--- src/logic/dapg_pkg.sv ---
/*
 package for the dual auxiliary pulse generator: register map, field
 positions, reset values and the bus response codes.
 assumes: AXI4-Lite slave with 32-bit data, one clock aclk.
*/
package dapg_pkg;

   // -------------------------------------------------------------
   // register byte addresses
   // -------------------------------------------------------------
   localparam logic [7:0] ADDR_PERIOD_ZERO = 8'h00;
   localparam logic [7:0] ADDR_PERIOD_ONE  = 8'h04;
   localparam logic [7:0] ADDR_ONTIME_ZERO = 8'h08;
   localparam logic [7:0] ADDR_ONTIME_ONE  = 8'h0C;
   localparam logic [7:0] ADDR_MODE_CTRL   = 8'h10;
   localparam logic [7:0] ADDR_PIN_SELECT  = 8'h14;
   localparam logic [7:0] ADDR_UPPER_IO    = 8'h18;
   localparam logic [7:0] ADDR_STATUS      = 8'h1C;

   // -------------------------------------------------------------
   // fields and reset values
   // -------------------------------------------------------------
   localparam int         MODE_INDEP_BIT   = 8;
   localparam int         SEL_SECOND_BIT   = 7;
   localparam int         SEL_FIRST_BIT    = 1;
   localparam int         GPIO_DATA_BIT    = 0;
   localparam logic [7:0] PERIOD_RST       = 8'hFF;
   localparam logic [7:0] ONTIME_RST       = 8'h00;
   localparam logic [8:0] MODE_RST         = 9'h000;
   localparam logic [7:0] PIN_SEL_RST      = 8'hFF;
   localparam logic [1:0] UPPER_IO_RST     = 2'h2;
   localparam int         TICK_DIV         = 2;

   localparam logic [1:0] RESP_OKAY        = 2'h0;
   localparam logic [1:0] RESP_SLVERR      = 2'h2;

   // one generator's settings as fed to its channel; only on-time is latched per cycle
   typedef struct packed {
      logic [7:0] period;
      logic [7:0] on_time;
   } dapg_chan_cfg_t;

endpackage

--- src/logic/dapg_channel.sv ---
/*
 one pulse channel: an 8-bit tick counter with a latched on-time.
 assumes: tick_en is a one-cycle enable every two aclk cycles; restart
 is a one-cycle pulse from the register file.
*/
module dapg_channel (
   input  wire logic        aclk,
   input  wire logic        aresetn,
   input  wire logic        tick_en,
   input  wire logic        restart,
   input  wire logic        start_ok,
   input  wire logic [7:0]  period,
   input  wire logic [7:0]  on_time,
   output logic             pulse_ff,
   output logic             wrap,
   output logic             running_ff
);

   // -------------------------------------------------------------
   // counter and on-time latch
   // -------------------------------------------------------------
   logic [7:0] count_ff;
   logic [7:0] on_lat_ff;
   logic [7:0] nxt_count;
   logic [7:0] nxt_on;
   logic       nxt_pulse;
   logic       at_end;
   logic       cyc_start;

   assign at_end    = running_ff && (count_ff == period);
   assign wrap      = tick_en && at_end;
   // a channel held back by start_ok begins its first cycle once released
   assign cyc_start = tick_en && (at_end || (!running_ff && start_ok));
   assign nxt_count = (!running_ff || at_end) ? 8'h00 : 8'(count_ff + 8'h01); // [RQ2]
   // on-time sampled only as a cycle begins
   assign nxt_on    = cyc_start ? on_time : on_lat_ff;                       // [RQ10]
   // high while ticks into the cycle are below on-time; over-range gives 100%
   assign nxt_pulse = (nxt_count < nxt_on) || (nxt_on > period);         // [RQ4] [RQ5] [RQ6] [RQ18]

   always_ff @(posedge aclk) begin
      if (!aresetn || restart) begin                                       // [RQ11]
         count_ff   <= 8'h00;
         on_lat_ff  <= dapg_pkg::ONTIME_RST;
         pulse_ff   <= 1'b0;
         running_ff <= 1'b0;
      end else if (cyc_start || (tick_en && running_ff)) begin
         count_ff   <= nxt_count;
         on_lat_ff  <= nxt_on;
         pulse_ff   <= nxt_pulse;
         running_ff <= 1'b1;
      end
   end

   // -------------------------------------------------------------
   // checks
   // -------------------------------------------------------------
   // judged on the latched on-time, which is what the running cycle uses
   AST_ZERO_DUTY: assert property (@(posedge aclk) disable iff (!aresetn)         // [RQ5]
      on_lat_ff == 8'h00 |-> !pulse_ff)
      else $error("zero on-time produced a pulse");
   AST_FULL_DUTY: assert property (@(posedge aclk) disable iff (!aresetn || restart) // [RQ6]
      tick_en && (cyc_start || running_ff) && (nxt_on > period) |=> pulse_ff)
      else $error("over-range on-time not full duty");

endmodule

--- src/logic/dapg_top.sv ---
/*
 dual auxiliary pulse generator with AXI4-Lite register access and
 shared pin multiplexing toward general-purpose lines.
 assumes: a single 10 MHz clock; the general-purpose side drives the
 gpio_* inputs from logic in the same clock domain.
*/
// Function
// [RQ1] mode bit set selects independent mode
// [RQ2] tick is two clocks, period value plus one
// [RQ3] independent: each period register own output
// [RQ4] on-time equals value times tick
// [RQ5] duty from zero to hundred percent
// [RQ6] on-time above period gives full duty
// [RQ7] mode bit clear: shared first period
// [RQ8] offset mode delays second rising edge
// [RQ9] software keeps offset below first period
// [RQ10] new on-time used at next cycle
// [RQ11] period write restarts both timers
// [RQ12] mode bit cleared after reset
// [RQ13] period registers reset to all ones
// [RQ14] on-time registers reset to zero
// [RQ15] second pin select bit picks function
// [RQ16] upper io bit one picks first pin
// [RQ17] pin selects set after reset
// [RQ18] output high for on-time then low
module dapg_top (
   input  wire logic        aclk,
   input  wire logic        aresetn,
   input  wire logic [7:0]  s_axi_awaddr,
   input  wire logic        s_axi_awvalid,
   output logic             s_axi_awready,
   input  wire logic [31:0] s_axi_wdata,
   input  wire logic [3:0]  s_axi_wstrb,
   input  wire logic        s_axi_wvalid,
   output logic             s_axi_wready,
   output logic [1:0]       s_axi_bresp,
   output logic             s_axi_bvalid,
   input  wire logic        s_axi_bready,
   input  wire logic [7:0]  s_axi_araddr,
   input  wire logic        s_axi_arvalid,
   output logic             s_axi_arready,
   output logic [31:0]      s_axi_rdata,
   output logic [1:0]       s_axi_rresp,
   output logic             s_axi_rvalid,
   input  wire logic        s_axi_rready,
   input  wire logic        gpio_line_seven,
   input  wire logic        gpio_line_eight,
   output logic             pin_second,
   output logic             pin_first,
   output logic             pulse_out_first,
   output logic             pulse_out_second
);

   // -------------------------------------------------------------
   // register storage
   // -------------------------------------------------------------
   logic [7:0] aux_period_zero_ff;
   logic [7:0] aux_period_or_offset_one_ff;
   logic [7:0] aux_on_time_zero_ff;
   logic [7:0] aux_on_time_one_ff;
   logic [8:0] mode_control_register_ff;
   logic [7:0] pin_function_select_ff;
   logic [1:0] upper_io_data_register_ff;

   // -------------------------------------------------------------
   // write channel: address and data taken in either order
   // -------------------------------------------------------------
   logic        aw_held_ff;
   logic        w_held_ff;
   logic [7:0]  aw_addr_ff;
   logic [31:0] w_data_ff;
   logic [3:0]  w_strb_ff;
   logic        bvalid_ff;
   logic [1:0]  bresp_ff;
   logic        wr_go;
   logic [7:0]  wr_addr;
   logic [31:0] wr_data;
   logic [3:0]  wr_strb;
   logic        wr_hit;
   logic        wr_lane0;
   logic        wr_lane1;

   assign s_axi_awready = !aw_held_ff && !bvalid_ff;
   assign s_axi_wready  = !w_held_ff && !bvalid_ff;
   assign wr_addr  = aw_held_ff ? aw_addr_ff : s_axi_awaddr;
   assign wr_data  = w_held_ff ? w_data_ff : s_axi_wdata;
   assign wr_strb  = w_held_ff ? w_strb_ff : s_axi_wstrb;
   assign wr_go    = !bvalid_ff
                     && (aw_held_ff || s_axi_awvalid)
                     && (w_held_ff || s_axi_wvalid);
   assign wr_lane0 = wr_go && wr_strb[0];
   assign wr_lane1 = wr_go && wr_strb[1];

   function automatic logic is_mapped(input logic [7:0] a);
      is_mapped = (a == dapg_pkg::ADDR_PERIOD_ZERO) || (a == dapg_pkg::ADDR_PERIOD_ONE)
               || (a == dapg_pkg::ADDR_ONTIME_ZERO) || (a == dapg_pkg::ADDR_ONTIME_ONE)
               || (a == dapg_pkg::ADDR_MODE_CTRL)   || (a == dapg_pkg::ADDR_PIN_SELECT)
               || (a == dapg_pkg::ADDR_UPPER_IO)    || (a == dapg_pkg::ADDR_STATUS);
   endfunction

   assign wr_hit = is_mapped(wr_addr);

   always_ff @(posedge aclk) begin
      if (!aresetn) begin
         aw_held_ff <= 1'b0;
         w_held_ff  <= 1'b0;
         aw_addr_ff <= 8'h00;
         w_data_ff  <= 32'h0000_0000;
         w_strb_ff  <= 4'h0;
         bvalid_ff  <= 1'b0;
         bresp_ff   <= dapg_pkg::RESP_OKAY;
      end else begin
         if (wr_go) begin
            aw_held_ff <= 1'b0;
            w_held_ff  <= 1'b0;
            bvalid_ff  <= 1'b1;
            bresp_ff   <= wr_hit ? dapg_pkg::RESP_OKAY : dapg_pkg::RESP_SLVERR;
         end else begin
            if (s_axi_awvalid && s_axi_awready) begin
               aw_held_ff <= 1'b1;
               aw_addr_ff <= s_axi_awaddr;
            end
            if (s_axi_wvalid && s_axi_wready) begin
               w_held_ff <= 1'b1;
               w_data_ff <= s_axi_wdata;
               w_strb_ff <= s_axi_wstrb;
            end
            if (bvalid_ff && s_axi_bready) begin
               bvalid_ff <= 1'b0;
            end
         end
      end
   end

   assign s_axi_bvalid = bvalid_ff;
   assign s_axi_bresp  = bresp_ff;

   // -------------------------------------------------------------
   // register writes
   // -------------------------------------------------------------
   logic we_per0;
   logic we_per1;
   logic we_on0;
   logic we_on1;
   logic we_mode_lo;
   logic we_mode_hi;
   logic we_sel;
   logic we_uio;
   logic period_restart;

   assign we_per0    = wr_lane0 && (wr_addr == dapg_pkg::ADDR_PERIOD_ZERO);
   assign we_per1    = wr_lane0 && (wr_addr == dapg_pkg::ADDR_PERIOD_ONE);
   assign we_on0     = wr_lane0 && (wr_addr == dapg_pkg::ADDR_ONTIME_ZERO);
   assign we_on1     = wr_lane0 && (wr_addr == dapg_pkg::ADDR_ONTIME_ONE);
   assign we_mode_lo = wr_lane0 && (wr_addr == dapg_pkg::ADDR_MODE_CTRL);
   assign we_mode_hi = wr_lane1 && (wr_addr == dapg_pkg::ADDR_MODE_CTRL);
   assign we_sel     = wr_lane0 && (wr_addr == dapg_pkg::ADDR_PIN_SELECT);
   assign we_uio     = wr_lane0 && (wr_addr == dapg_pkg::ADDR_UPPER_IO);
   // restart is registered so the counters see the new period value
   logic restart_ff;

   always_ff @(posedge aclk) begin
      if (!aresetn) begin
         aux_period_zero_ff          <= dapg_pkg::PERIOD_RST;       // [RQ13]
         aux_period_or_offset_one_ff <= dapg_pkg::PERIOD_RST;       // [RQ13]
         aux_on_time_zero_ff         <= dapg_pkg::ONTIME_RST;       // [RQ14]
         aux_on_time_one_ff          <= dapg_pkg::ONTIME_RST;       // [RQ14]
         mode_control_register_ff    <= dapg_pkg::MODE_RST;         // [RQ12]
         pin_function_select_ff      <= dapg_pkg::PIN_SEL_RST;      // [RQ17]
         upper_io_data_register_ff   <= dapg_pkg::UPPER_IO_RST;     // [RQ17]
         restart_ff                  <= 1'b0;
      end else begin
         if (we_per0) aux_period_zero_ff <= wr_data[7:0];
         if (we_per1) aux_period_or_offset_one_ff <= wr_data[7:0];
         if (we_on0) aux_on_time_zero_ff <= wr_data[7:0];
         if (we_on1) aux_on_time_one_ff <= wr_data[7:0];
         if (we_mode_lo) mode_control_register_ff[7:0] <= wr_data[7:0];
         if (we_mode_hi) mode_control_register_ff[8] <= wr_data[8];
         if (we_sel) pin_function_select_ff <= wr_data[7:0];
         if (we_uio) upper_io_data_register_ff <= wr_data[1:0];
         restart_ff <= we_per0 || we_per1;                           // [RQ11]
      end
   end
   assign period_restart = restart_ff;

   // -------------------------------------------------------------
   // timebase: one tick every two clocks
   // -------------------------------------------------------------
   logic [1:0] div_ff;
   logic       tick_en;

   assign tick_en = (div_ff == 2'(dapg_pkg::TICK_DIV - 1));            // [RQ2]
   always_ff @(posedge aclk) begin
      if (!aresetn || period_restart) begin
         div_ff <= 2'h0;
      end else begin
         div_ff <= tick_en ? 2'h0 : 2'(div_ff + 2'h1);
      end
   end

   // -------------------------------------------------------------
   // generators and offset delay
   // -------------------------------------------------------------
   logic                     indep_mode;
   dapg_pkg::dapg_chan_cfg_t cfg_one;
   logic [7:0]               off_cnt_ff;
   logic                     off_busy_ff;
   logic                     off_done;
   logic                     wrap_first;
   logic                     run_first;
   logic                     run_second;
   logic                     start_second;
   logic                     first_rise;
   logic                     pulse_first_ff;
   logic                     pulse_second_ff;

   assign indep_mode     = mode_control_register_ff[dapg_pkg::MODE_INDEP_BIT]; // [RQ1] [RQ7]
   assign cfg_one.period = indep_mode ? aux_period_or_offset_one_ff
                                      : aux_period_zero_ff;                 // [RQ3] [RQ7]
   assign cfg_one.on_time = aux_on_time_one_ff;
   // first output starts a cycle on a fresh start or a wrap
   assign first_rise     = tick_en && (wrap_first || !run_first);
   assign off_done       = tick_en && off_busy_ff && (off_cnt_ff == aux_period_or_offset_one_ff);
   assign start_second   = indep_mode || off_done;

   // in offset mode the second channel is started once, after the delay,
   // then runs on the shared period so the offset stays fixed
   always_ff @(posedge aclk) begin
      if (!aresetn || period_restart || indep_mode) begin
         off_cnt_ff  <= 8'h00;
         off_busy_ff <= 1'b0;
      end else if (first_rise && !run_second) begin
         off_cnt_ff  <= 8'h00;
         off_busy_ff <= 1'b1;
      end else if (off_done) begin
         off_busy_ff <= 1'b0;                                               // [RQ8]
      end else if (tick_en && off_busy_ff) begin
         off_cnt_ff  <= 8'(off_cnt_ff + 8'h01);
      end
   end

   dapg_channel u_first (
      .aclk       (aclk),
      .aresetn    (aresetn),
      .tick_en    (tick_en),
      .restart    (period_restart),
      .start_ok   (1'b1),
      .period     (aux_period_zero_ff),
      .on_time    (aux_on_time_zero_ff),
      .pulse_ff   (pulse_first_ff),
      .wrap       (wrap_first),
      .running_ff (run_first)
   );

   dapg_channel u_second (
      .aclk       (aclk),
      .aresetn    (aresetn),
      .tick_en    (tick_en),
      .restart    (period_restart),
      .start_ok   (start_second),
      .period     (cfg_one.period),
      .on_time    (cfg_one.on_time),
      .pulse_ff   (pulse_second_ff),
      .wrap       (),
      .running_ff (run_second)
   );

   // -------------------------------------------------------------
   // pin multiplexing
   // -------------------------------------------------------------
   logic sel_gpio_second;
   logic sel_gpio_first;

   assign sel_gpio_second  = pin_function_select_ff[dapg_pkg::SEL_SECOND_BIT];
   assign sel_gpio_first   = upper_io_data_register_ff[dapg_pkg::SEL_FIRST_BIT];
   assign pulse_out_first  = pulse_first_ff;
   assign pulse_out_second = pulse_second_ff;
   assign pin_second = sel_gpio_second ? gpio_line_seven : pulse_second_ff;  // [RQ15]
   assign pin_first  = sel_gpio_first  ? gpio_line_eight : pulse_first_ff;   // [RQ16]

   // -------------------------------------------------------------
   // read channel
   // -------------------------------------------------------------
   logic        rvalid_ff;
   logic [31:0] rdata_ff;
   logic [1:0]  rresp_ff;
   logic [31:0] rd_word;
   logic        rd_go;

   assign s_axi_arready = !rvalid_ff;
   assign rd_go         = s_axi_arvalid && !rvalid_ff;
   assign rd_word =
      (s_axi_araddr == dapg_pkg::ADDR_PERIOD_ZERO) ? {24'h00_0000, aux_period_zero_ff} :
      (s_axi_araddr == dapg_pkg::ADDR_PERIOD_ONE)  ? {24'h00_0000, aux_period_or_offset_one_ff} :
      (s_axi_araddr == dapg_pkg::ADDR_ONTIME_ZERO) ? {24'h00_0000, aux_on_time_zero_ff} :
      (s_axi_araddr == dapg_pkg::ADDR_ONTIME_ONE)  ? {24'h00_0000, aux_on_time_one_ff} :
      (s_axi_araddr == dapg_pkg::ADDR_MODE_CTRL)   ? {23'h00_0000, mode_control_register_ff} :
      (s_axi_araddr == dapg_pkg::ADDR_PIN_SELECT)  ? {24'h00_0000, pin_function_select_ff} :
      (s_axi_araddr == dapg_pkg::ADDR_UPPER_IO)    ? {30'h0000_0000, upper_io_data_register_ff} :
      (s_axi_araddr == dapg_pkg::ADDR_STATUS)      ?
         {28'h000_0000, run_second, run_first, pulse_second_ff, pulse_first_ff} :
      32'h0000_0000;

   always_ff @(posedge aclk) begin
      if (!aresetn) begin
         rvalid_ff <= 1'b0;
         rdata_ff  <= 32'h0000_0000;
         rresp_ff  <= dapg_pkg::RESP_OKAY;
      end else if (rd_go) begin
         rvalid_ff <= 1'b1;
         rdata_ff  <= rd_word;
         rresp_ff  <= is_mapped(s_axi_araddr) ? dapg_pkg::RESP_OKAY : dapg_pkg::RESP_SLVERR;
      end else if (s_axi_rready) begin
         rvalid_ff <= 1'b0;
      end
   end

   assign s_axi_rvalid = rvalid_ff;
   assign s_axi_rdata  = rdata_ff;
   assign s_axi_rresp  = rresp_ff;

   // -------------------------------------------------------------
   // checks
   // -------------------------------------------------------------
   AST_RESET_MODE: assert property (@(posedge aclk) $rose(aresetn) |->   // [RQ12]
      !indep_mode) else $error("mode bit not clear after reset");
   AST_RESET_PERIOD: assert property (@(posedge aclk) $rose(aresetn) |-> // [RQ13]
      aux_period_zero_ff == dapg_pkg::PERIOD_RST
      && aux_period_or_offset_one_ff == dapg_pkg::PERIOD_RST)
      else $error("period registers not all ones after reset");
   AST_RESET_ONTIME: assert property (@(posedge aclk) $rose(aresetn) |-> // [RQ14]
      aux_on_time_zero_ff == 8'h00 && aux_on_time_one_ff == 8'h00)
      else $error("on-time registers not zero after reset");
   AST_RESET_PINSEL: assert property (@(posedge aclk) $rose(aresetn) |-> // [RQ17]
      sel_gpio_first && sel_gpio_second) else $error("pins not gpio after reset");
   AST_RESTART: assert property (@(posedge aclk) disable iff (!aresetn)  // [RQ11]
      we_per0 |=> ##1 !run_first && !pulse_first_ff)
      else $error("period write did not restart timer");
   AST_PIN_FIRST: assert property (@(posedge aclk) disable iff (!aresetn) // [RQ16]
      !sel_gpio_first |-> pin_first == pulse_first_ff)
      else $error("first pin not carrying pulse");
   AST_INDEP_START: assert property (@(posedge aclk) disable iff (!aresetn || period_restart) // [RQ1]
      indep_mode && tick_en && !run_second |=> run_second)
      else $error("second channel not started in independent mode");
   AST_TICK_RATE: assert property (@(posedge aclk) disable iff (!aresetn || period_restart) // [RQ2]
      tick_en |=> !tick_en) else $error("tick faster than two clocks");
   AST_PIN_SECOND: assert property (@(posedge aclk) disable iff (!aresetn) // [RQ15]
      !sel_gpio_second |-> pin_second == pulse_second_ff)
      else $error("second pin not carrying pulse");

endmodule

--- config.mk ---
export PLATFORM = sky130hd
export DESIGN_NAME = dapg_top
export DESIGN_NICKNAME = d
export VERILOG_FILES = /design/src/logic/dapg_pkg.sv /design/src/logic/dapg_channel.sv /design/src/logic/dapg_top.sv
export SDC_FILE = /design/constraint.sdc
export NUM_CORES = 1
export LEC_CHECK = 0
export BUFFER_PORTS_ARGS = -buffer_cell sky130_fd_sc_hd__buf_2
export CAP_MARGIN = 20
export CORE_ASPECT_RATIO = 0.8
export CORE_MARGIN = 10
export CORE_UTILIZATION = 46
export DETAILED_ROUTE_END_ITERATION = 7
export GPL_ROUTABILITY_DRIVEN = 1
export GPL_TIMING_DRIVEN = 0
export PLACE_DENSITY = 0.66
export SETUP_SLACK_MARGIN = 0.02
export SLEW_MARGIN = 10
export SYNTH_ARGS = -nofsm -noshare
export SYNTH_HDL_FRONTEND = slang
export SYNTH_HIERARCHICAL = 1
export SYNTH_SLANG_ARGS = --single-unit
--- constraint.sdc ---
create_clock -name aclk -period 4.2 [get_ports aclk]
set_input_delay 0.84 -clock aclk [delete_from_list [all_inputs] [get_ports aclk]]
set_output_delay 0.84 -clock aclk [all_outputs]
set_load 0.02 [all_outputs]
Yosys cells after proc, flatten, opt, wreduce, memory -nomap -nowiden. Cells that the tools add are included. Widths: inputs -> output; s select.

Register bits after elaboration: 158. Output and inout bits: 45.

Add/subtract/negate cells: 4. $lt $le $gt $ge: 4. Reductions and logical operators: 76. Bitwise logic cells: 3. Muxes and demuxes: 26. Eq/ne operators: 18.

Operators with widths (number): $eq 8x5->1 const B (8); $mux 8 (7); $mux 9 (6); $eq 8x4->1 const B (4); $logic_and 1x1->1 (30); $logic_or 1x1->1 (28); $add 8x1->8 const B (3); $eq 8x8->1 (3); $eq 8x3->1 const B (2); $gt 8x8->1 (2); $logic_not 8->1 (2); $lt 8x8->1 (2); $mux 1 (8); $mux 4 (2); $logic_not 1->1 (7); $mux 2 (3); $reduce_and 2->1 (3); $reduce_bool 2->1 (3); $reduce_or 2->1 (3); $not 1->1 (3); $add 2x1->2 const B (1); $eq 2x1->1 const B (1).

Depth between registers and ports, before layout. Gate-level depths: netlist of the first run.

Depth in word-level cells: 10. Mapped depth: 15.

By module. Netlist of the first run, hierarchy kept.

By module, submodules not included: dapg_top (area each 5016.1 um2, cells each 520, instances 1); dapg_channel at u_second (area each 1550.2 um2, cells each 208, instances 1); dapg_channel at u_first (area each 1545.2 um2, cells each 200, instances 1).

Worst setup path after synthesis of the first run. OpenSTA, ideal clock, no wires.

Path type: flip-flop to flip-flop. Start: register aux_period_or_offset_one_ff[5]. End: register u_second.pulse_ff. Period minus slack after synthesis: 3.049 ns. Buffers on the path: 1. Data required time: 4.073 ns. Arrival time: 2.922 ns. Setup time: 0.127 ns. Cell stages (with the launch flop): 15. Slack: 1.151 ns. Cells stage by stage: dfxtp_1 xor2_1 nor4_2 nand2_1 o21bai_1 o21a_1 clkbuf_1 nand3_1 and2_1 ha_1 nand4_1 nor2_1 nand3_1 o221ai_1 o22ai_1.

Cells in the longest elaborated chain, start to end: 9. Elaborated cells on any way between the ends: 16.

Ends and longest elaborated chain: start: declaration (line dapg_top.sv:58) `logic [7:0] aux_period_or_offset_one_ff;`; start signal: assignment (line dapg_top.sv:165) `aux_period_or_offset_one_ff <= dapg_pkg::PERIOD_RST;`; start signal: assignment (line dapg_top.sv:174) `if (we_per1) aux_period_or_offset_one_ff <= wr_data[7:0];`; $eq 8x8->1 (*) (line dapg_top.sv:223) `assign off_done = tick_en && off_busy_ff && (off_cnt_ff == aux_period_or_offset_one_ff);`; $logic_and 1x1->1 (*) (line dapg_top.sv:223); $logic_or 1x1->1 (*) (line dapg_top.sv:224) `assign start_second = indep_mode || off_done;`; net start_second (line dapg_top.sv:212) `logic start_second;`; $logic_and 1x1->1 (*) (line dapg_channel.sv:33) `assign cyc_start = tick_en && (at_end || (!running_ff && start_ok));`; $logic_or 1x1->1 (*) (line dapg_channel.sv:33); $logic_and 1x1->1 (*) (line dapg_channel.sv:33); $mux 8 (line dapg_channel.sv:36) `assign nxt_on = cyc_start ? on_time : on_lat_ff;`; $lt 8x8->1 / $gt 8x8->1 (equally long branches) (line dapg_channel.sv:38) `assign nxt_pulse = (nxt_count < nxt_on) || (nxt_on > period);`; $logic_or 1x1->1 (line dapg_channel.sv:38); end signal: assignment (line dapg_channel.sv:49) `pulse_ff <= nxt_pulse;`; end: declaration (line dapg_channel.sv:14) `output logic pulse_ff,`.

Mark *: on every way through the listed nets, which the timed path passes. The rest lies on a longest branch. A chain may end at the register's enable or synchronous reset.

Worst setup path in the final report of the first run. Ends and elaborated chain as after synthesis.

==> results.cfg, run 1 <==
[global_route]
gr-max-usage-layer = met2
global_route.usage.met1_pct = 26.0
largest_net_degree_at_the_start_of_global_routing = 17
grt_usage_pct = 18.5
number_of_antenna_violations_at_the_first_check_in_global_routing = 1
grt_remaining_overflow = 0
vias_in_the_first_global_route = 6345
global_route.usage.met3_pct = 4.70
wire_length_of_the_first_global_routing_pass_um = 35000
use_met2_pct = 27.4

[drt]
finalWirelength_um = 21900
drt-wirelength-per-cell_um = 17.4
final_antenna_net_count = 0
first_pass_iters = 7
drt_iter0_drc = 650
num_vias = 6845
routed_via_density = 5.42
drt_drc_violations_left = 0

[critical_path]
worstSetupEndpointType = register
reg2reg_from = aux_period_or_offset_one_ff[5]
worst_setup_path_start_kind = register
required_ns = 4.54
class_of_the_most_critical_setup_path = register to register
crit_arrival_ns = 4.15
critPathMaxFanout = 10
critPathLaunch = aux_period_or_offset_one_ff[5]

[sta]
final_critical_path_share_of_the_clock_period_pct = 90.7
fin_ws_ns = 0.392
max_clock_freq_ghz = 0.263
setup_viol_count_final = 0
max-slew-margin-rel_pct = 46.5
rsz0062_at_grt = false
timing.final.max_slew_violations = 0
finalCriticalPeriod_ns = 3.81
worst_slew_pin_slew_ns = 0.797
hold_violations = 0
worst_clock_skew_ns = 0.0113
fin_tns_setup_ns = 0

[min_path]
holdCritPathClass = register to register
min_from = div_ff[0]

[cells_and_area]
synthToLayoutAreaGrowth_pct = 15.1
filler_cell_count = 1604
finalCoreUtilization_pct = 53.9
final_net_count = 1120
drive_above_1_share_pct = 20.1

[pwr]
power.density_mw_per_mm2 = 337
p_seq_share_pct = 41.5
power_report.internal_total_mw = 2.27
total_leakage_power_nw = 4.07
power_frac_clock_pct = 46.9
sw_frac_of_total_pct = 27.8
logic_pwr_share_pct = 11.6
vdd_ir_drop_max_uv = 263
finalPower_mw = 3.14
netSwitchingPower_mw = 0.874

[die]
die_y_um = 139
die_x_um = 168
core_area_mm2 = 0.0173
std_cell_rows = 43
die_area_mm2 = 0.0234
initial_util_pct = 46.8
boundaryPins = 106

[clocking]
cts_max_path_buffers = 2
cts_buffers = 17
cts_hold_buf = 0
cts_tree = built
clock_pin_slew_on_the_worst_setup_and_hold_paths_ns = 0.06
clk-insertion-delay-late_ns = 0.43
max_h_tree_level = 4
cts_sinks = 133
cts_setup_buffers = 0
number_of_gates_resized_after_cts = 0
clock_tree.root_cell = sky130_fd_sc_hd__clkbuf_16

[synth]
syn_area_mm2 = 0.00811
syn_inst = 927
yosys_synthesis_warning_count = 6
syn_area_per_cell_um2 = 8.74

[run_status]
result_of_the_run = finished clean

[place]
post-dp-hpwl_um = 16600
preCtsSetupSlack_ns = 0.467
quantity_of_i_o_buffers_inserted_on_ports = 53
place.gp.congestion = 0.923

[flow_run]
number_of_max_capacitance_violations_reported = 0
## cell usage in the layout (no fill, tap or decap), types with 8 or more instances in the layout
| cell | count |
|---|---|
| sky130_fd_sc_hd__dfxtp_1 | 133 |
| sky130_fd_sc_hd__nand2_1 | 104 |
| sky130_fd_sc_hd__nor2_1 | 100 |
| sky130_fd_sc_hd__mux2i_1 | 90 |
| sky130_fd_sc_hd__buf_2 | 64 |
| sky130_fd_sc_hd__a21oi_1 | 47 |
| sky130_fd_sc_hd__nand3_1 | 44 |
| sky130_fd_sc_hd__buf_4 | 34 |
| sky130_fd_sc_hd__ha_1 | 34 |
| sky130_fd_sc_hd__conb_1 | 28 |
| sky130_fd_sc_hd__o21ai_0 | 25 |
| sky130_fd_sc_hd__clkbuf_1 | 25 |
| sky130_fd_sc_hd__inv_1 | 24 |
| sky130_fd_sc_hd__mux2_2 | 22 |
| sky130_fd_sc_hd__and2_1 | 21 |
| sky130_fd_sc_hd__xor2_1 | 20 |
| sky130_fd_sc_hd__clkbuf_16 | 17 |
| sky130_fd_sc_hd__nand2b_1 | 12 |
| sky130_fd_sc_hd__xnor2_1 | 12 |
| sky130_fd_sc_hd__nand4_1 | 9 |
| sky130_fd_sc_hd__buf_6 | 9 |
| sky130_fd_sc_hd__nor3_1 | 8 |
| sky130_fd_sc_hd__a211oi_1 | 8 |
| sky130_fd_sc_hd__nor2b_1 | 8 |
| sky130_fd_sc_hd__o21ai_2 | 8 |
## power groups by stage
stage                     registers [mW]  clock network [mW]  logic [mW]
final                               1.30                1.47       0.363
after global placement              1.33                   0       0.356
after CTS                           1.30                1.49       0.362
after floorplan                     1.33                   0       0.259
after detailed placement            1.33                   0       0.360
after global routing                1.31                1.54       0.398
## state kept, by name, summed over array words and instances (netlist names), 8 cells and up
name                         flops
aux_on_time_one_ff               8
aux_on_time_zero_ff              8
aux_period_or_offset_one_ff      8
aux_period_zero_ff               8
aw_addr_ff                       8
mode_control_register_ff         9
off_cnt_ff                       8
pin_function_select_ff           8
s_axi_rdata                      9
u_first/count_ff                 8
u_first/on_lat_ff                8
u_second/count_ff                8
u_second/on_lat_ff               8
w_data_ff                        9
## stage by stage
step	instance area, um2	std cells	hold WS, ns
2_1_floorplan	8200	953	0.397
4_1_cts	9330	1263	0.426
6_report	9330	1264	0.425
3_5_place_dp	8750	1231	0.414
3_3_place_gp	8750	1231	0.409
5_1_grt	9330	1264	0.449
## cell type report
type                            instances  area (um2)  share of cell area (%)
Tap cell                              225         282                    3.02
Multi-Input combinational cell        714        4930                    52.8
Timing Repair Buffer                   53         265                    2.84
Buffer                                 82         519                    5.57
Antenna cell                            1        2.50                  0.0268
Clock buffer                           18         439                    4.71
Inverter                               24        90.1                   0.966
Clock inverter                         14         139                    1.49
Sequential cell                       133        2660                    28.5
## worst max-delay path, cell delays in order, from the launching register on
cell and delay [ns]:
sky130_fd_sc_hd__dfxtp_1 0.36, sky130_fd_sc_hd__xor2_1 0.18, sky130_fd_sc_hd__nor4_2 0.65, sky130_fd_sc_hd__nand2_1 0.15, sky130_fd_sc_hd__o21bai_1 0.30, sky130_fd_sc_hd__o21a_1 0.17, sky130_fd_sc_hd__clkbuf_1 0.43, sky130_fd_sc_hd__nand3_1 0.19
sky130_fd_sc_hd__and2_1 0.18, sky130_fd_sc_hd__ha_1 0.29, sky130_fd_sc_hd__a21oi_1 0.14, sky130_fd_sc_hd__o21ai_0 0.09, sky130_fd_sc_hd__nor4_1 0.19, sky130_fd_sc_hd__o221ai_1 0.17, sky130_fd_sc_hd__o22ai_1 0.20
## worst paths after layout
| path | endpoint | slack (ns) | depth (start not counted) |
|---|---|---|---|
| worst max-delay path | u_second/pulse_ff | 0.39 | 14 |
| worst min-delay path | div_ff[0] | 0.42 | 1 |
| worst min register to register | div_ff[0] | 0.42 | 1 |
| worst max register to register | u_second/pulse_ff | 0.39 | 14 |
## routing by layer
metal	share of wire, %	routed length [um]
met2	43	9430
met5	0	0
met3	6.9	1520
met4	1.4	316
met1	49	10700
Note: power is estimated with default switching activity, not from simulation.
==> inputs of run 2 (changes only) <==
--- a/config.mk
+++ b/config.mk
@@ -7,14 +7,17 @@
 export LEC_CHECK = 0
 export BUFFER_PORTS_ARGS = -buffer_cell sky130_fd_sc_hd__buf_2
 export CAP_MARGIN = 20
+export CELL_PAD_IN_SITES_DETAIL_PLACEMENT = 0
+export CELL_PAD_IN_SITES_GLOBAL_PLACEMENT = 1
 export CORE_ASPECT_RATIO = 0.8
 export CORE_MARGIN = 10
-export CORE_UTILIZATION = 46
+export CORE_UTILIZATION = 44
 export DETAILED_ROUTE_END_ITERATION = 7
 export GPL_ROUTABILITY_DRIVEN = 1
 export GPL_TIMING_DRIVEN = 0
-export PLACE_DENSITY = 0.66
+export PLACE_DENSITY_LB_ADDON = 0.1
 export SETUP_SLACK_MARGIN = 0.02
+export SKIP_CTS_REPAIR_TIMING = 1
 export SLEW_MARGIN = 10
 export SYNTH_ARGS = -nofsm -noshare
 export SYNTH_HDL_FRONTEND = slang
==> run 2 against run 1 <==
Combinational power is 2% higher. Utilization is 2.0 points lower. Power is 3.1% higher. Largest power group unchanged. Die area is 3.9% higher.
==> results.cfg, run 2 (synthesized netlist as in run 1, its figures left out) <==
[global_route]
largest_net_degree_at_the_start_of_global_routing = 17
grt_usage_pct = 19.3
grt_remaining_overflow = 0
vias_in_the_first_global_route = 6449
wire_length_of_the_first_global_routing_pass_um = 37000
number_of_antenna_violations_at_the_first_check_in_global_routing = 0

[clocking]
cts_max_path_buffers = 2
cts_buffers = 17
clock_tree.root_cell = sky130_fd_sc_hd__clkbuf_16
cts_sinks = 133
clock_pin_slew_on_the_worst_setup_and_hold_paths_ns = 0.06
cts_tree = built
max_h_tree_level = 4
clk-insertion-delay-late_ns = 0.42

[sta]
hold_ws_ns = 0.418
worst_clock_skew_ns = 0.00893
fin_tns_setup_ns = 0
rsz0062_at_grt = false
final_critical_path_share_of_the_clock_period_pct = 92.1
hold_violations = 0
setup_viol_count_final = 0
finalCriticalPeriod_ns = 3.87
timing.final.max_slew_violations = 0
max-slew-margin-rel_pct = 43.1
max_clock_freq_ghz = 0.258
worst_slew_pin_slew_ns = 0.848

[drt]
finalWirelength_um = 23200
num_vias = 6779
routed_via_density = 5.35
drt_drc_violations_left = 0
final_antenna_net_count = 0
drt-wirelength-per-cell_um = 18.3
drt_iter0_drc = 592
first_pass_iters = 5

[cells_and_area]
finalNonFillerCells = 1267
synthToLayoutAreaGrowth_pct = 15.9
drive_above_1_share_pct = 20.1
most_frequent_cells_in_the_layout = sky130_fd_sc_hd__dfxtp_1, sky130_fd_sc_hd__nand2_1, sky130_fd_sc_hd__nor2_1
final_net_count = 1120
leading_cell_type_in_the_layout_fill_and_taps_excluded = sky130_fd_sc_hd__dfxtp_1
antenna_diode_count = 0
post-route-cell-area_mm2 = 0.00939

[critical_path]
worst_setup_path_start_kind = register
cp_cell_sequence = clkbuf_2 -> mux2_2 -> xor2_1 -> nor2_1 -> a41o_1 -> buf_6 -> buf_4 -> nand3_1 -> and2_1 -> ha_1 -> nand2_1 -> o21ai_0 -> nor4_1 -> o221ai_1 -> o22ai_1
reg2reg_from = mode_control_register_ff[8]
worstSetupEndpointType = register
critPathLaunch = mode_control_register_ff[8]
required_ns = 4.55
critPathMaxFanout = 10
crit_arrival_ns = 4.21
critical_path.slowest_cell = sky130_fd_sc_hd__dfxtp_1
critPathTopFamily = simple AND/OR/NAND/NOR gates
critPathMaxStageDelay_ns = 0.44
class_of_the_most_critical_setup_path = register to register
cp_num_buf_inv = 3

[min_path]
min_from = div_ff[0]
holdCritPathClass = register to register

[die]
die_x_um = 172
boundaryPins = 106
initial_util_pct = 44.7
die_y_um = 141
die_area_mm2 = 0.0243
std_cell_rows = 44
core_area_mm2 = 0.0181

[pwr]
netSwitchingPower_mw = 0.822
sw_frac_of_total_pct = 25.4
vdd_ir_drop_max_uv = 180
p_seq_share_pct = 40.3
total_leakage_power_nw = 4.13
logic_pwr_share_pct = 11.5
power_frac_clock_pct = 48.3
power.density_mw_per_mm2 = 345
power_report.internal_total_mw = 2.42

[place]
post-dp-hpwl_um = 17500
quantity_of_i_o_buffers_inserted_on_ports = 53
post-place-cells = 1236
placedInstanceArea_mm2 = 0.00876
place.gp.congestion = 0.861

[run_status]
result_of_the_run = finished clean

[flow_run]
number_of_max_capacitance_violations_reported = 0
## run 2: cell types whose count changed in the layout (fill, tap and decap cells not counted), moves of 2 or more
cell                        delta
sky130_fd_sc_hd__clkbuf_8      +3
sky130_fd_sc_hd__clkbuf_2      +2
sky130_fd_sc_hd__nor4_2        -2
sky130_fd_sc_hd__nor4_4        +2
sky130_fd_sc_hd__inv_8         -2
sky130_fd_sc_hd__inv_6         -6
sky130_fd_sc_hd__bufinv_16     +2
## run 2: stage by stage
step | total power [mW] | worst slack [ns] | utilization, %
after global routing | 3.34 | 0.0778 | 51.9
after detailed placement | 1.70 | 0.254 | 48.3
final | 3.24 | 0.331 | 51.9
after floorplan | 1.59 | 1.15 | -
after global placement | 1.70 | 0.243 | 48.3
after CTS | 3.26 | 0.196 | 51.7
## run 2: per-layer routing
| metal | wire (um) | track usage (%) | vias to the layer above |
|---|---|---|---|
| met5 | 0 | 0 | - |
| met4 | 121 | 4.26 | 0 |
| met3 | 1560 | 4.24 | 12 |
| met2 | 9630 | 27.7 | 186 |
| met1 | 11900 | 28.6 | 3177 |
| li1 | - | - | 3404 |
## run 2: worst paths after layout
path	depth (start not counted)	end	slack, ns
hold / removal	1	div_ff[0]	0.42
setup / recovery	15	u_second/pulse_ff	0.33
hold reg to reg	1	div_ff[0]	0.42
setup reg to reg	15	u_second/pulse_ff	0.33
## run 2: cell type report
| class | instances | area (um2) |
|---|---|---|
| plain buffers | 82 | 522 |
| clock buffers | 24 | 492 |
| clock inverters | 7 | 120 |
| fillers | 1725 | 8720 |
| inverters | 24 | 90.1 |
| multi-input cells | 714 | 4950 |
| flip-flops and latches | 133 | 2660 |
| well taps | 230 | 288 |
| repair buffers | 53 | 265 |
## run 2: power groups by stage
stage / clock [mW] / sequential [mW] / combinational (mW)
after floorplan: 0 / 1.33 / 0.259
after global placement: 0 / 1.33 / 0.366
after detailed placement: 0 / 1.33 / 0.366
after CTS: 1.59 / 1.30 / 0.368
after global routing: 1.63 / 1.31 / 0.406
final: 1.56 / 1.30 / 0.371
## run 2: worst register-to-register path, stage by stage, from the launching register on
cell	delay, ns
sky130_fd_sc_hd__dfxtp_1	0.44
sky130_fd_sc_hd__clkbuf_2	0.36
sky130_fd_sc_hd__mux2_2	0.43
sky130_fd_sc_hd__xor2_1	0.15
sky130_fd_sc_hd__nor2_1	0.27
sky130_fd_sc_hd__a41o_1	0.24
sky130_fd_sc_hd__buf_6	0.14
sky130_fd_sc_hd__buf_4	0.20
sky130_fd_sc_hd__nand3_1	0.13
sky130_fd_sc_hd__and2_1	0.18
sky130_fd_sc_hd__ha_1	0.31
sky130_fd_sc_hd__nand2_1	0.07
sky130_fd_sc_hd__o21ai_0	0.08
sky130_fd_sc_hd__nor4_1	0.44
sky130_fd_sc_hd__o221ai_1	0.22
sky130_fd_sc_hd__o22ai_1	0.15
